## config.mk

```make
export PLATFORM = sky130hd
export DESIGN_NAME = teso_timer
export DESIGN_NICKNAME = d
export VERILOG_FILES = /design/src/teso_pkg.sv /design/src/teso_trig_filter.sv /design/src/teso_timer.sv
export VERILOG_INCLUDE_DIRS = /design/src
export SDC_FILE = /design/constraint.sdc
export NUM_CORES = 1
export LEC_CHECK = 0
export BUFFER_PORTS_ARGS = -buffer_cell sky130_fd_sc_hd__buf_2
export CAP_MARGIN = 20
export CORE_UTILIZATION = 50
export CTS_BUF_LIST = sky130_fd_sc_hd__clkbuf_8 sky130_fd_sc_hd__clkbuf_16
export DETAILED_ROUTE_END_ITERATION = 8
export PLACE_DENSITY = 0.72
export SLEW_MARGIN = 10
export SYNTH_ARGS = -nofsm -noshare
export SYNTH_HDL_FRONTEND = slang
export SYNTH_HIERARCHICAL = 1
export SYNTH_SLANG_ARGS = --single-unit
```

## constraint.sdc

```tcl
create_clock -name clk -period 4.65 [get_ports clk]
set_clock_uncertainty 0.2 [all_clocks]
set_input_delay 0.93 -clock clk [delete_from_list [all_inputs] [get_ports clk]]
set_output_delay 0.93 -clock clk [all_outputs]
set_load 0.05 [all_outputs]
```

## src/teso_consts.svh

```systemverilog
// Purpose: offsets, field positions, reset values and codes of the timer
// Assumes: apb byte addresses, one aligned 32-bit word per register
// Notes:   definitions only
`ifndef TESO_CONSTS_SVH
`define TESO_CONSTS_SVH

// register byte offsets
`define TESO_OFF_MODE      8'h00
`define TESO_OFF_PRESC     8'h04
`define TESO_OFF_CAPCMP    8'h08
`define TESO_OFF_OUTCTL    8'h0C
`define TESO_OFF_CMPA      8'h10
`define TESO_OFF_CMPB      8'h14
`define TESO_OFF_COUNT     8'h18

// timer_mode_control fields
`define TESO_MODE_OVF_BIT  0
`define TESO_MODE_SEL_LO   2
`define TESO_MODE_SEL_HI   3

// prescaler_mode_reg fields
`define TESO_PRESC_CLK_LO  0
`define TESO_PRESC_CLK_HI  1
`define TESO_PRESC_ES_LO   4
`define TESO_PRESC_ES_HI   5

// output_control_reg fields
`define TESO_OUT_EN_BIT    0
`define TESO_OUT_TOGA_BIT  1
`define TESO_OUT_OS_BIT    2
`define TESO_OUT_TOGB_BIT  4
`define TESO_OUT_TRIG_BIT  6

// edge select codes
`define TESO_ES_FALL       2'h0
`define TESO_ES_RISE       2'h1
`define TESO_ES_NONE       2'h2
`define TESO_ES_BOTH       2'h3

// count clock select codes
`define TESO_CK_DIV1       2'h0
`define TESO_CK_DIV2       2'h1
`define TESO_CK_DIV4       2'h2
`define TESO_CK_EVENT      2'h3

// reset values and limits
`define TESO_CNT_MAX       16'hFFFF
`define TESO_RST_CMP       16'h0000
`define TESO_RST_CCC       8'h00

`endif

```

## src/teso_pkg.sv

```systemverilog
// Purpose: types shared by the timer and its trigger filter
// Assumes: constants come from teso_consts.svh
// Notes:   state records hold every flip-flop of a module except the timer's two reset synchroniser flops
package teso_pkg;

  // mode select codes of timer_mode_control
  typedef enum logic [1:0] {
    TESO_STOP = 2'h0,   // counter stopped and cleared
    TESO_FREE = 2'h1,   // free running
    TESO_TRIG = 2'h2,   // clear and start on trigger edge
    TESO_MCLR = 2'h3    // clear and start on match with compare a
  } teso_mode_t;

  // trigger filter state
  typedef struct packed {
    logic samp;         // last raw sample
    logic level;        // accepted level
    logic edge_hit;     // valid edge pulse
  } teso_filt_t;

  // timer state
  typedef struct packed {
    teso_mode_t  mode;
    logic        ovf;
    logic [1:0]  clk_sel;
    logic [1:0]  edge_sel;
    logic [7:0]  ccc;
    logic        out_en;
    logic        tog_a;
    logic        tog_b;
    logic        os_en;
    logic [15:0] cmp_a;
    logic [15:0] cmp_b;
    logic [15:0] cnt;
    logic [1:0]  psc;
    logic        out;
    logic        irq_a;
    logic        irq_b;
    logic        pready;
    logic        pslverr;
    logic [31:0] prdata;
  } teso_state_t;

endpackage : teso_pkg

```

## src/teso_trig_filter.sv

```systemverilog
// Purpose: noise filter and valid edge detector for the trigger input
// Assumes: input synchronous to clk, sampled every cycle
// Notes:   a level is accepted only after two equal samples in a row
`timescale 1ns/1ns
`default_nettype none
`include "teso_consts.svh"

module teso_trig_filter
  import teso_pkg::*;
(
  input  wire logic       clk,        // sampling clock
  input  wire logic       rst_n,      // synchronised reset, active low
  input  wire logic       trig_in,    // raw trigger input
  input  wire logic [1:0] edge_sel,   // valid edge kind
  output logic            edge_hit    // one-cycle valid edge pulse
);

  teso_filt_t f_q;
  teso_filt_t f_d;

  // accept a level after two samples, then classify the edge
  always_comb begin
    f_d          = f_q;
    f_d.samp     = trig_in;
    f_d.edge_hit = 1'b0;
    if (trig_in == f_q.samp) begin
      f_d.level = trig_in;
    end
    if (f_d.level != f_q.level) begin
      case (edge_sel)
        `TESO_ES_FALL: f_d.edge_hit = ~f_d.level;
        `TESO_ES_RISE: f_d.edge_hit = f_d.level;
        `TESO_ES_BOTH: f_d.edge_hit = 1'b1;
        default:       f_d.edge_hit = 1'b0;
      endcase
    end
  end

  // level starts low, so a pin high after reset shows a rising edge
  always_ff @(posedge clk or negedge rst_n) begin
    if (!rst_n) begin
      f_q <= '0;
    end else begin
      f_q <= f_d;
    end
  end

  assign edge_hit = f_q.edge_hit;

endmodule : teso_trig_filter
`default_nettype wire

```

## src/teso_timer.sv

```systemverilog
// Purpose: 16-bit timer / event counter with square wave and one-shot
// Assumes: apb slave, zero wait states, trigger input synchronous to clk
// Notes:   count clock is clk, clk/2, clk/4 or the filtered trigger edge
//
// Local design decisions: the APB interface to the registers and the address map.
`timescale 1ns/1ns
`default_nettype none
`include "teso_consts.svh"

module teso_timer
  import teso_pkg::*;
#(
  parameter int CNT_W = 16                   // counter width
)(
  input  wire logic        clk,              // 125 MHz clock
  input  wire logic        rst_n,            // async reset, active low
  input  wire logic        psel,             // apb select
  input  wire logic        penable,          // apb access phase
  input  wire logic        pwrite,           // apb write
  input  wire logic [7:0]  paddr,            // apb byte address
  input  wire logic [31:0] pwdata,           // apb write data
  output logic             pready,           // apb ready
  output logic             pslverr,          // apb error, unmapped
  output logic [31:0]      prdata,           // apb read data
  input  wire logic        event_trigger_input, // trigger pin
  output logic             timer_output_pin, // timer output
  output logic             match_a_irq,      // compare a match pulse
  output logic             match_b_irq       // compare b match pulse
);

  logic        rst_s1_q;
  logic        rst_s2_q;
  logic        rst_sn;
  logic        trig_edge;
  logic        wr;
  logic        setup;
  logic        running;
  logic        os_ok;
  logic        soft_trg;
  logic        tick;
  logic        restart;
  logic        hit_a;
  logic        hit_b;
  logic        wrap;
  logic [31:0] rd_val;
  logic        rd_ok;
  teso_state_t s_q;
  teso_state_t s_d;

  // reset release through two flops; assertion stays asynchronous
  always_ff @(posedge clk or negedge rst_n) begin
    if (!rst_n) begin
      rst_s1_q <= 1'b0;
      rst_s2_q <= 1'b0;
    end else begin
      rst_s1_q <= 1'b1;
      rst_s2_q <= rst_s1_q;
    end
  end
  assign rst_sn = rst_s2_q;

  // filter keeps tracking while stopped, so a restart sees no stale edge
  teso_trig_filter u_filt (
    .clk      (clk),
    .rst_n    (rst_sn),
    .trig_in  (event_trigger_input),
    .edge_sel (s_q.edge_sel),
    .edge_hit (trig_edge)
  );

  // apb phase decode; writes land only in the ready access cycle
  assign setup = psel & ~penable;
  assign wr    = psel & penable & s_q.pready & pwrite;

  // read multiplexer, evaluated in the setup cycle
  always_comb begin
    rd_val = 32'h0000_0000;
    rd_ok  = 1'b1;
    case (paddr)
      `TESO_OFF_MODE: begin
        rd_val[`TESO_MODE_SEL_HI:`TESO_MODE_SEL_LO] = s_q.mode;
        rd_val[`TESO_MODE_OVF_BIT] = s_q.ovf;
      end
      `TESO_OFF_PRESC: begin
        rd_val[`TESO_PRESC_CLK_HI:`TESO_PRESC_CLK_LO] = s_q.clk_sel;
        rd_val[`TESO_PRESC_ES_HI:`TESO_PRESC_ES_LO]   = s_q.edge_sel;
      end
      `TESO_OFF_CAPCMP: begin
        rd_val[7:0] = s_q.ccc;
      end
      `TESO_OFF_OUTCTL: begin
        rd_val[`TESO_OUT_EN_BIT]   = s_q.out_en;
        rd_val[`TESO_OUT_TOGA_BIT] = s_q.tog_a;
        rd_val[`TESO_OUT_OS_BIT]   = s_q.os_en;
        rd_val[`TESO_OUT_TOGB_BIT] = s_q.tog_b;
      end
      `TESO_OFF_CMPA: begin
        rd_val[CNT_W-1:0] = s_q.cmp_a;
      end
      `TESO_OFF_CMPB: begin
        rd_val[CNT_W-1:0] = s_q.cmp_b;
      end
      `TESO_OFF_COUNT: begin
        rd_val[CNT_W-1:0] = s_q.cnt;
      end
      default: begin
        rd_ok = 1'b0;
      end
    endcase
  end

  // run and one-shot qualifiers
  assign running = (s_q.mode != TESO_STOP);
  assign os_ok   = s_q.os_en & (s_q.mode != TESO_MCLR);
  assign soft_trg = wr & (paddr == `TESO_OFF_OUTCTL)
                  & pwdata[`TESO_OUT_TRIG_BIT];

  // count clock: divided clk or filtered trigger edge
  always_comb begin
    case (s_q.clk_sel)
      `TESO_CK_DIV1:  tick = running;
      `TESO_CK_DIV2:  tick = running & s_q.psc[0];
      `TESO_CK_EVENT: tick = running & trig_edge;
      default:        tick = running & (&s_q.psc);
    endcase
  end

  // trigger edge restarts in trigger-clear mode and in any one-shot;
  // the pin stays live in soft one-shot, so noise there retriggers
  assign restart = running
                 & (((s_q.mode == TESO_TRIG) & trig_edge)
                 | (os_ok & (trig_edge | soft_trg)));

  // compare matches at the count clock; a restart masks them
  assign hit_a = tick & ~restart & (s_q.cnt == s_q.cmp_a);
  assign hit_b = tick & ~restart & (s_q.cnt == s_q.cmp_b);

  // overflow: wrap in free-running or trigger-clear mode, or wrap with compare a at all ones
  assign wrap  = tick & ~restart & (s_q.cnt == `TESO_CNT_MAX)
               & ((s_q.mode != TESO_MCLR)
               | (s_q.cmp_a == `TESO_CNT_MAX));

  // next state of registers, counter and output
  always_comb begin
    s_d         = s_q;
    s_d.irq_a   = 1'b0;
    s_d.irq_b   = 1'b0;
    s_d.pready  = setup;
    s_d.pslverr = setup & ~rd_ok;
    if (setup) begin
      s_d.prdata = pwrite ? 32'h0000_0000 : rd_val;
    end

    // software writes
    if (wr) begin
      case (paddr)
        `TESO_OFF_MODE: begin
          s_d.mode = teso_mode_t'(
            pwdata[`TESO_MODE_SEL_HI:`TESO_MODE_SEL_LO]);
          s_d.ovf  = s_q.ovf & pwdata[`TESO_MODE_OVF_BIT];
        end
        `TESO_OFF_PRESC: begin
          s_d.clk_sel  = pwdata[`TESO_PRESC_CLK_HI:`TESO_PRESC_CLK_LO];
          s_d.edge_sel = pwdata[`TESO_PRESC_ES_HI:`TESO_PRESC_ES_LO];
        end
        `TESO_OFF_CAPCMP: begin
          s_d.ccc = pwdata[7:0];
        end
        `TESO_OFF_OUTCTL: begin
          s_d.out_en = pwdata[`TESO_OUT_EN_BIT];
          s_d.tog_a  = pwdata[`TESO_OUT_TOGA_BIT];
          s_d.os_en  = pwdata[`TESO_OUT_OS_BIT];
          s_d.tog_b  = pwdata[`TESO_OUT_TOGB_BIT];
        end
        `TESO_OFF_CMPA: begin
          s_d.cmp_a = pwdata[CNT_W-1:0];
        end
        `TESO_OFF_CMPB: begin
          s_d.cmp_b = pwdata[CNT_W-1:0];
        end
        default: begin
        end
      endcase
    end

    // prescaler runs only while the counter does
    s_d.psc = running ? s_q.psc + 2'h1 : 2'h0;

    // main counter
    if (!running) begin
      s_d.cnt = '0;
    end else if (restart) begin
      s_d.cnt = '0;
    end else if (tick) begin
      if ((s_q.mode == TESO_MCLR) && (s_q.cnt == s_q.cmp_a)) begin
        s_d.cnt = '0;
      end else begin
        s_d.cnt = s_q.cnt + 16'h0001;
      end
    end

    // overflow set wins over a software clear in the same cycle
    if (running && wrap) begin
      s_d.ovf = 1'b1;
    end

    // match interrupt pulses
    s_d.irq_a = running & hit_a;
    s_d.irq_b = running & hit_b;

    // output: one-shot windows or toggles; cleared when stopped
    if (!running || restart) begin
      s_d.out = 1'b0;
    end else if (os_ok) begin
      if (hit_a) begin
        s_d.out = (s_q.cmp_a < s_q.cmp_b);
      end else if (hit_b) begin
        s_d.out = (s_q.cmp_b < s_q.cmp_a);
      end
    end else begin
      if (s_q.tog_a && hit_a) begin
        s_d.out = ~s_q.out;
      end else if (s_q.tog_b && hit_b) begin
        s_d.out = ~s_q.out;
      end
    end
    if (!s_d.out_en) begin
      s_d.out = 1'b0;
    end
  end

  // state register; compares reset to zero, software must load them
  always_ff @(posedge clk or negedge rst_sn) begin
    if (!rst_sn) begin
      s_q       <= '0;
      s_q.mode  <= TESO_STOP;
      s_q.cmp_a <= `TESO_RST_CMP;
      s_q.cmp_b <= `TESO_RST_CMP;
      s_q.ccc   <= `TESO_RST_CCC;
    end else begin
      s_q <= s_d;
    end
  end

  // outputs straight from flops
  assign pready           = s_q.pready;
  assign pslverr          = s_q.pslverr;
  assign prdata           = s_q.prdata;
  assign timer_output_pin = s_q.out;
  assign match_a_irq      = s_q.irq_a;
  assign match_b_irq      = s_q.irq_b;

endmodule : teso_timer
`default_nettype wire

```

==> reports/results.tsv, run 1 <==
stage	metric	value	unit
die	Die Wd	105	microns
synthesis	asr flop ratio synth	100	%
critical_path	worst-path maximum fanout	17	
die	die area	0.0111	sq mm
grt	antenna violations before repair	0	
synthesis	Synth top cells by count	95 x dfrtp_1, 50 x mux2_2, 37 x xnor2_1	
grt	number of global-route vias before repair	3902	
synthesis	Synth Area in XOR/XNOR	7.73	%
grt	first-pass GRT wire length	20700	microns
grt	GRT Resource Usage Total	24.4	%
critical_path	type of origin of the critical path	primary input	
cts	clock sink count	95	
timing	Setup Viol. Count Final	0	
drt	average vias per placed instance	6.03	
drt	Routed Antenna Nets	0	
cts	# hold bufs at CTS	0	
synthesis	main combinational cell family by area after synthesis	simple AND/OR/NAND/NOR gates	
synthesis	most common cell in the netlist	dfrtp_1	
timing	Hold Vio Cnt, Final	0	
critical_path	Worst Path Required	4.71	ns
cts	root buf cell	clkbuf_8	
drt	First DRT Iteration DRCs	513	
timing	RSZ-0062 raised after global routing	no	
run_status	status	finished clean	
critical_path	r2r setup slk	2.06	ns
timing	TNS Setup	0	ns
synthesis	mux share of post-synthesis cell area	10.9	%
cts	clk_lat worst skew	0.38	ns
synthesis	EDFF count, synth	0	
pwr	Max rail drop VDD	0.000124	V
finish	area grow syn2layout	7.42	%
flow_run	max cap viols	0	
synthesis	Compound-Gate Fraction of Synth Area	10.9	%
finish	Final #Nets	591	
drt	drt drc	0	
synthesis	dominant cells by area after synthesis	dfrtp_1 45%, mux2_2 11%, xnor2_1 6.1%, buf_4 4.5%, ha_1 4.2%	
timing	post-route clock period utilization	59.4	%
timing	fin crit period	2.76	ns
placement	count of input and output buffers	50	
grt	largest net degree at the start of global routing	59	
placement	gpl congestion	0.911	
min_path	hold crit path type	reg -> async	
timing	Slew Limit Fails	0	
pwr	Cell Pwr Density	263	mW/mm^2
cts	Longest Clk Path Bufs	2	
finish	share of layout cells above drive strength 1	25.2	%
synthesis	Netlist cell types	53	
die	Core ar.	0.0103	sq mm
synthesis	Mapped Area	0.00533	sq mm
drt	routed wire length	12600	microns
pwr	leakage	0.00262	uW
synthesis	Syn. warnings	6	
synthesis	cell taking the most area after synthesis	dfrtp_1	
drt	drt first pass iters	6	
timing	setup slack after layout	1.89	ns
placement	placed insts	651	
synthesis	adder-cell share of the synthesized area	4.42	%
synthesis	post-synth top area share	44.6	%
synthesis	Synth Area in Simple Gates	13.5	%
timing	worst slew pin tran	0.743	ns
cts	PostCTS Resize Cnt	0	
critical_path	critical path class	in -> reg	
die	Initial Utilization	51.6	%
cts	CTS H-tree lvls	3	
cts	post-CTS setup buffers	0	
synthesis	post-synthesis register bit count	95	
synthesis	Synth Flop Type	dfrtp_1	
grt	GR Overflow Total	0	
timing	Slew headroom	50.4	%
drt	Routed WL per cell	18.9	microns
cts	total CTS buffers	9	
critical_path	critical path cell sequence	buf_2 -> nor3_1 -> nand2_1 -> nor2_2 -> buf_4 -> nand2_1 -> buf_4 -> mux2_2	
die	DIE HEIGHT	105	microns
synthesis	Syn Inst Count	500	
die	io pins	83	
placement	Detailed Place HPWL	9100	microns
cts	clock slew at reported path FFs	0.09	ns
critical_path	Crit-path slowest cell	nand2_1	
cts	CTS tree	yes	
finish	ant diodes	0	
finish	final std cells w/o fill	668	
timing	fmax	0.362	GHz
synthesis	Mapped Avg Cell Area	10.7	sq um
critical_path	CP arrival	2.82	ns
die	row count	37	
pwr	Pwr Total	1510	uW
synthesis	sequential-to-total area share from yosys stat	44.6	%
placement	setup slack at placement	1.49	ns
critical_path	CP max stage delay	0.35	ns
drt	vias after detailed routing	4030	
critical_path	CP endpoint kind	flop	
finish	post-layout util	55.4	%
[cell usage in the layout (no fill, tap or decap), types with 2 or more instances in the layout]
master / netlist / routed
dfrtp_1: 95 / 94
mux2_2: 50 / 50
buf_2: 5 / 50
xnor2_1: 37 / 37
nand2_1: 34 / 34
nor2_1: 29 / 29
nand4_1: 21 / 21
inv_1: 19 / 20
a22oi_1: 19 / 19
ha_1: 18 / 18
conb_1: 2 / 17
nand3_1: 15 / 15
o21ai_0: 13 / 13
a222oi_1: 11 / 11
xor2_1: 10 / 10
a21oi_1: 10 / 10
clkbuf_8: 0 / 10
a22o_1: 8 / 8
buf_4: 32 / 7
nor3_1: 5 / 5
nand2b_1: 4 / 4
o211ai_1: 4 / 4
nor2_2: 4 / 4
nor2b_1: 3 / 3
clkinv_4: 0 / 3
nor4_4: 2 / 2
o21a_1: 2 / 2
a21boi_0: 2 / 2
mux2i_1: 2 / 2
nor4_1: 2 / 2
[per-layer routing]
layer  track usage [%]  vias to the layer above  wire length (microns)
met5                 0                        -                      0
met4              10.3                        0                    372
met3              3.77                       31                    854
met2              38.4                      186                   5920
met1              33.7                     2004                   5460
li1                  -                     1809                      -
[worst paths after layout]
kind,depth (start not counted),startpoint,to
worst max-delay path,8,paddr[5],s_q[85]
worst min-delay path,0,rst_s2_q,s_q[70]
worst max register to register,7,s_q[49],s_q[49]
worst min register to register,0,rst_s2_q,s_q[70]
max in group asynchronous,1,rst_s2_q,s_q[58]
min in group clk,0,rst_s1_q,rst_s2_q
[sequential cells by signal, summed over array words and instances, names as in the netlist]
name              cells
pslverr               1
rst_s1_q              1
rst_s2_q              1
match_a_irq           1
s_q                  69
u_filt/f_q            2
u_filt/edge_hit       1
pready                1
prdata               16
match_b_irq           1
timer_output_pin      1
[where the power goes]
| group | internal [uW] | switching, uW |
|---|---|---|
| registers | 831 | 10.7 |
| clock network | 266 | 307 |
| logic | 21.7 | 70.1 |
[final cells by class]
type | instances | area (sq um)
Clock buffer | 10 | 138
Clock inverter | 6 | 68.8
Fill cell | 879 | 4600
Inverter | 19 | 71.3
Multi-Input combinational cell | 345 | 2590
Sequential cell | 95 | 2380
Tap cell | 136 | 170
Timing Repair Buffer | 57 | 303
[critical path, delay by kind of cell]
family	cells	cell delay, ns
muxes	1	0.28
buffers and inverters	3	0.70
and+or+nand+nor	4	0.91
[through the flow]
stage	area [sq um]	hold slack [ns]
after floorplan	5380	0.131
after global placement	5510	0.0921
after detailed placement	5510	0.101
after CTS	5720	0.111
after global routing	5720	0.109
final	5720	0.0933
[cell families after synthesis]
logic type               count (synthesis)
buffers and inverters                   75
AO/OA/AOI/OAI                           78
flip-flops                              95
AND/OR/NAND/NOR                        132
multiplexers                            52
adder cells (fa/ha/maj)                 19
XOR/XNOR                                47
other                                    2
Power figures use the tool's default switching activity.
==> inputs of run 2 (changes only) <==
--- a/config.mk
+++ b/config.mk
@@ -6,12 +6,13 @@
 export SDC_FILE = /design/constraint.sdc
 export NUM_CORES = 1
 export LEC_CHECK = 0
+export ABC_AREA = 1
 export BUFFER_PORTS_ARGS = -buffer_cell sky130_fd_sc_hd__buf_2
 export CAP_MARGIN = 20
 export CORE_UTILIZATION = 50
 export CTS_BUF_LIST = sky130_fd_sc_hd__clkbuf_8 sky130_fd_sc_hd__clkbuf_16
 export DETAILED_ROUTE_END_ITERATION = 8
-export PLACE_DENSITY = 0.72
+export PLACE_DENSITY = 0.71
 export SLEW_MARGIN = 10
 export SYNTH_ARGS = -nofsm -noshare
 export SYNTH_HDL_FRONTEND = slang
==> constraint.sdc (replaced) <==
create_clock -name clk -period 2.55 [get_ports clk]
set_clock_uncertainty 0.2 [all_clocks]
set_input_delay 0.51 -clock clk [delete_from_list [all_inputs] [get_ports clk]]
set_output_delay 0.51 -clock clk [all_outputs]
set_load 0.05 [all_outputs]
==> run 2 against run 1 <==
  * Synthesized cell count is 51% higher
  * Combinational power is 130% higher
  * Final cell count is 41% higher
  * Die area is 8.4% higher
  * First-iteration DRC count is 31% lower
  * Worst hold slack better by 0.025 ns
  * Core utilization is 2.5 points higher
  * Largest cell class unchanged
==> reports/results.tsv, run 2 <==
stage	metric	value	unit	change
critical_path	critical path class	reg -> reg		
grt	largest net degree at the start of global routing	52		-12%
min_path	Hold Path Sink	u_filt/f_q[2]		
grt	antenna violations before repair	0		unchanged
finish	Largest Register	s_q		
die	io pins	83		unchanged
finish	post-layout util	58.0	%	+2.5 points
finish	area grow syn2layout	10.6	%	
pwr	leakage	0.00332	uW	+27%
timing	Hold Vio Cnt, Final	0		unchanged
cts	clock sink count	95		unchanged
drt	routed wire length	14500	microns	+15%
cts	post-CTS setup buffers	0		unchanged
finish	Final #Nets	862		+46%
timing	worst hold margin	0.119	ns	+0.0253 ns
critical_path	CP arrival	2.31	ns	-0.51 ns
synthesis	asr flop ratio synth	100	%	unchanged
grt	first-pass GRT wire length	23700	microns	+14%
min_path	hold_sp	event_trigger_input		
min_path	WHS Path Cells	1		
timing	Slew Limit Fails	0		unchanged
placement	gpl congestion	0.944		+3.5%
pwr	Cell Pwr Density	504	mW/mm^2	+91%
synthesis	sequential-to-total area share from yosys stat	41.1	%	-3.5 points
synthesis	Netlist cell types	44		-17%
grt	GRT Resource Usage Total	26.2	%	+1.8 points
grt	number of global-route vias before repair	4659		+19%
drt	drt first pass iters	5		-1
finish	ant diodes	0		unchanged
cts	root buf cell	clkbuf_16		
drt	Routed Antenna Nets	0		unchanged
finish	most frequent cells in the layout	210 x nand2_1, 95 x inv_1, 94 x dfrtp_1, 55 x o21ai_0, 50 x buf_2		
synthesis	post-synth top area share	41.1	%	-3.5 points
finish	share of layout cells above drive strength 1	17.1	%	-8.1 points
synthesis	post-synthesis register bit count	95		unchanged
finish	commonest non-fill, non-tap cell in the layout	nand2_1		
synthesis	cell taking the most area after synthesis	dfrtp_1		
timing	fmax	0.441	GHz	
cts	clk_lat worst skew	0.35	ns	-0.03 ns
synthesis	Mapped Area	0.00578	sq mm	+8.5%
synthesis	Syn. warnings	6		unchanged
die	Initial Utilization	52.4	%	+0.81 points
die	Core ar.	0.0110	sq mm	+6.8%
timing	RSZ-0062 raised after global routing	no		
finish	Largest register FFs	69		unchanged
critical_path	Worst Path Required	2.59	ns	-2.12 ns
cts	Longest Clk Path Bufs	2		unchanged
critical_path	reg2reg path depth	12		+5
pwr	Max rail drop VDD	0.000296	V	+140%
timing	worst slew pin tran	0.682	ns	-0.0611 ns
die	DIE HEIGHT	110	microns	+4.1%
drt	drt drc	0		unchanged
critical_path	CP endpoint kind	flop		
drt	Routed WL per cell	15.4	microns	-18%
run_status	status	finished clean		
synthesis	Syn Inst Count	753		+51%
synthesis	most common cell in the netlist	nand2_1		
drt	vias after detailed routing	4983		+24%
synthesis	dominant cells by area after synthesis	dfrtp_1 41%, nand2_1 14%, inv_1 6.1%, o21ai_0 4.8%, buf_4 4.4%		
synthesis	Mapped Avg Cell Area	7.68	sq um	-28%
timing	Setup Viol. Count Final	0		unchanged
placement	Detailed Place HPWL	11000	microns	+20%
drt	average vias per placed instance	5.28		-12%
die	die area	0.0120	sq mm	+8.4%
placement	count of input and output buffers	50		unchanged
drt	First DRT Iteration DRCs	356		-31%
die	row count	38		+2.7%
timing	fin crit period	2.27	ns	
grt	GR Overflow Total	0		unchanged
critical_path	worst-path maximum fanout	11		-6
cts	clock slew at reported path FFs	0.07	ns	-0.02 ns
critical_path	r2r setup slk	0.28	ns	-1.78 ns
die	Die Wd	110	microns	+4.1%
cts	PostCTS Resize Cnt	0		unchanged
cts	CTS H-tree lvls	3		unchanged
critical_path	type of origin of the critical path	flop		
flow_run	max cap viols	0		unchanged
synthesis	Synth Flop Type	dfrtp_1		
finish	FILL cells	1044		+19%
critical_path	reg2reg start	s_q[48]		
cts	total CTS buffers	9		unchanged
timing	TNS Setup	0	ns	unchanged
synthesis	EDFF count, synth	0		unchanged
timing	Slew headroom	54.1	%	+3.7 points
critical_path	reg2reg end	s_q[54]		
timing	post-route clock period utilization	89.0	%	
cts	CTS tree	yes		
min_path	hold crit path type	in -> reg		
synthesis	Synth top cells by count	210 x nand2_1, 95 x dfrtp_1, 94 x inv_1		
-- run 2: cell count changes after synthesis, sizes merged, moves of 15 or more --
cell	delta
xnor2	-26
a21oi	+15
nor2	+18
mux2	-50
a22oi	-19
nand2	+191
o21ai	+73
inv	+84
-- run 2: cells by family (layout without fill, tap and decap cells) --
logic type / Yosys count / count (layout) / synth area share, %
AOI/OAI and AO/OA: 136 / 136 / 13.4
xor gates and xnor gates: 16 / 16 / 2.42
adders and majority gates: 18 / 18 / 3.90
buffers and inverters: 151 / 186 / 12.5
DFF: 95 / 95 / 41.1
other: 2 / 17 / 0.130
and+or+nand+nor: 335 / 335 / 26.5
-- run 2: timing repair --
| item | 4_1_cts | 5_1_grt |
|---|---|---|
| endpoints found under the setup margin | 0 | 0 |
| hold buffers | 1 | 0 |
| endpoints found under the hold margin | 2 | 0 |
-- run 2: worst max path at each step --
stage / start / slack (ns) / cells past startpoint / to
global route: s_q[48] / 0.16 / 12 / s_q[54]
CTS: s_q[39] / 0.35 / 9 / s_q[103]
finish: s_q[48] / 0.28 / 12 / s_q[54]
global placement: paddr[7] / 0.27 / 12 / s_q[50]
detailed placement: paddr[7] / 0.21 / 12 / s_q[50]
floorplan: pready / 0.53 / 10 / s_q[47]
-- run 2: area by class of cell --
type / count / area [sq um] / share of cell area (%)
sequential: 95 / 2380 / 37.2
clock buffer: 10 / 239 / 3.74
clock inverter: 6 / 85.1 / 1.33
inverter: 104 / 392 / 6.13
timing repair buffer: 66 / 385 / 6.03
multi-input combinational: 522 / 2740 / 42.8
tap: 140 / 175 / 2.74
-- run 2: metrics by stage --
stage | area, sq um | std cells | worst slack, ns | power, uW
floorplan | 5840 | 768 | 0.532 | 1730
global placement | 6060 | 926 | 0.270 | 1770
detailed placement | 6060 | 926 | 0.209 | 1780
CTS | 6390 | 943 | 0.352 | 3250
global route | 6390 | 943 | 0.156 | 3330
finish | 6390 | 943 | 0.281 | 3220
-- run 2: critical path, cell delays in order (launching register included) --
cell	delay [ns]
dfrtp_1	0.46
inv_1	0.16
nand2_1	0.07
nand2_1	0.06
nand2_1	0.10
nor2_1	0.17
nand2_1	0.09
nor2_2	0.19
nand2_1	0.12
nand2_2	0.23
o21ai_1	0.12
o21ai_1	0.14
inv_1	0.05
-- run 2: report_power, final --
part           switching [uW]  internal (uW)  total [uW]
Sequential               20.8           1520        1540
Clock                     591            883        1470
Combinational             158           51.5         209
-- run 2: layer usage --
layer	vias to the layer above	global-route usage (%)	share of wire, %
li1	2455	-	-
met1	2357	37.1	49
met2	158	42.6	46
met3	13	2.31	4.3
met4	0	8.00	1.2
met5	-	0	0
==> inputs of run 3 (changes only) <==
--- a/config.mk
+++ b/config.mk
@@ -13,6 +13,7 @@
 export CTS_BUF_LIST = sky130_fd_sc_hd__clkbuf_8 sky130_fd_sc_hd__clkbuf_16
 export DETAILED_ROUTE_END_ITERATION = 8
 export PLACE_DENSITY = 0.71
+export RECOVER_POWER = 25
 export SLEW_MARGIN = 10
 export SYNTH_ARGS = -nofsm -noshare
 export SYNTH_HDL_FRONTEND = slang
==> run 3 against run 2 <==
  * The run now ends with max-capacitance violations, max-slew violations left
  * Via count is 0.34% lower
  * Fmax is essentially flat
  * Wire length about the same
  * Die area stayed put
==> reports/results.tsv, run 3 (same netlist as run 2, synthesis figures left out) <==
stage	metric	value	unit	change
drt	drt drc	0		unchanged
drt	Routed WL per cell	15.4	microns	about the same
placement	count of input and output buffers	50		unchanged
drt	metal1 wirelength	7030	microns	-0.17%
min_path	WHS Path Cells	1		unchanged
critical_path	worst-path maximum fanout	11		unchanged
finish	Largest Register	s_q		
grt	antenna violations before repair	0		unchanged
finish	area grow syn2layout	10.4	%	
finish	FILL cells	1047		+0.29%
timing	post-route clock period utilization	89.0	%	about the same
critical_path	Crit path depth	12		unchanged
drt	Routed Antenna Nets	0		unchanged
grt	largest net degree at the start of global routing	52		unchanged
finish	Largest register FFs	69		unchanged
drt	routed wire length	14500	microns	about the same
cts	clock slew at reported path FFs	0.07	ns	about the same
min_path	hold crit path type	in -> reg		
critical_path	CP endpoint kind	flop		
cts	Longest Clk Path Bufs	2		unchanged
drt	met3 wire len	619	microns	-1.4%
drt	met2 wire len	6680	microns	+0.21%
critical_path	critical path class	reg -> reg		
finish	share of layout cells above drive strength 1	16.4	%	-0.62 points
die	Die Wd	110	microns	unchanged
timing	RSZ-0062 raised after global routing	no		
placement	placed insts	926		unchanged
critical_path	critical path cell sequence	inv_1 -> nand2_1 -> nand2_1 -> nand2_1 -> nor2_1 -> nand2_1 -> nor2_2 -> nand2_1 -> nand2_2 -> o21ai_1 -> o21ai_1 -> inv_1		
grt	first-pass GRT wire length	23700	microns	unchanged
timing	fmax	0.441	GHz	about the same
cts	total CTS buffers	9		unchanged
finish	commonest non-fill, non-tap cell in the layout	nand2_1		
timing	Slew headroom	-25.6	%	-80 points
critical_path	reg2reg path depth	12		unchanged
timing	Slew Limit Fails	43		+43
timing	worst slew pin tran	1.88	ns	+1.20 ns
critical_path	WP buf/inv	2		unchanged
cts	clk_lat worst skew	0.35	ns	about the same
finish	Final #Nets	862		unchanged
die	io pins	83		unchanged
critical_path	Top delay family on crit path	simple AND/OR/NAND/NOR gates		
finish	ant diodes	0		unchanged
cts	CTS H-tree lvls	3		unchanged
flow_run	max cap viols	1		+1
drt	vias after detailed routing	4966		-0.34%
timing	fin crit period	2.27	ns	-0.0000890 ns
timing	Hold Vio Cnt, Final	0		unchanged
timing	Setup Viol. Count Final	0		unchanged
run_status	status	complete, but fails checks		
grt	number of global-route vias before repair	4659		unchanged
cts	PostCTS Resize Cnt	0		unchanged
critical_path	CP max stage delay	0.46	ns	about the same
critical_path	Worst Path Required	2.59	ns	about the same
die	Initial Utilization	52.4	%	unchanged
placement	gpl congestion	0.944		unchanged
drt	drt first pass iters	5		unchanged
critical_path	CP arrival	2.31	ns	about the same
pwr	Max rail drop VDD	0.000296	V	about the same
die	Core ar.	0.0110	sq mm	unchanged
critical_path	Crit-path slowest cell	dfrtp_1		
drt	average vias per placed instance	5.27		-0.34%
cts	CTS tree	yes		
cts	clock sink count	95		unchanged
placement	Detailed Place HPWL	11000	microns	unchanged
grt	GR Overflow Total	0		unchanged
critical_path	type of origin of the critical path	flop		
die	die area	0.0120	sq mm	unchanged
critical_path	most frequent cell on the critical path	nand2_1		
finish	most frequent cells in the layout	212 x nand2_1, 95 x inv_1, 95 x dfrtp_1, 55 x o21ai_0, 48 x buf_2		
run_status	failing checks	max-capacitance violations, max-slew violations		
grt	GRT Resource Usage Total	26.2	%	unchanged
pwr	leakage	0.00331	uW	-0.16%
die	DIE HEIGHT	110	microns	unchanged
drt	DR top layer	met4		
timing	TNS Setup	0	ns	unchanged
pwr	Cell Pwr Density	505	mW/mm^2	+0.12%
drt	First DRT Iteration DRCs	354		-0.56%
finish	final std cells w/o fill	943		unchanged
cts	root buf cell	clkbuf_16		
die	row count	38		unchanged
## run 3: timing repair
item,CTS,global route
hold buffers,1,0
buffers inserted,0,0
hold endpoints to repair,2,0
## run 3: layer usage
metal,global-route usage [%],vias up
met3,2.31,13
met4,8.00,0
met2,42.6,150
li1,-,2453
met5,0,-
met1,37.1,2350
## run 3: layout make-up
class	count	area (sq um)	share of cell area, %
Inverter	104	392	6.14
Tap cell	140	175	2.74
Sequential cell	95	2380	37.2
Clock inverter	6	85.1	1.33
Timing Repair Buffer	66	383	6.00
Clock buffer	10	239	3.74
Multi-Input combinational cell	522	2730	42.8
## run 3: metrics by stage
step	cell area (sq um)	hold slack, ns	util, %	setup slack, ns	total power (uW)
final	6380	0.140	57.9	0.281	3220
after global placement	6060	0.0955	54.9	0.270	1770
after floorplan	5840	0.0144	-	0.532	1730
after CTS	6390	0.114	58.0	0.352	3250
after detailed placement	6060	0.0987	54.9	0.209	1780
after global routing	6380	0.144	57.9	0.121	3330
## run 3: path summary, 6_finish.rpt
kind,start,end,slack (ns)
worst max-delay path,s_q[48],s_q[54],0.28
worst min-delay path,event_trigger_input,u_filt/f_q[2],0.14
worst max register to register,s_q[48],s_q[54],0.28
worst min register to register,rst_s1_q,rst_s2_q,0.16
max in group asynchronous,rst_s2_q,pslverr,0.46
min in group asynchronous,rst_n,rst_s2_q,0.27
## run 3: worst register-to-register path: cells and delay by family (launching register included)
kind,cells,cell delay (ns)
and+or+nand+nor,8,1.03
DFF,1,0.46
AOI/OAI and AO/OA,2,0.26
buffers and inverters,2,0.21
## run 3: power by group
group / total [uW] / internal [uW] / switching [uW]
combinational: 208 / 50.9 / 157
clock: 1470 / 883 / 592
sequential: 1540 / 1520 / 20.8
total: 3220 / 2450 / 769
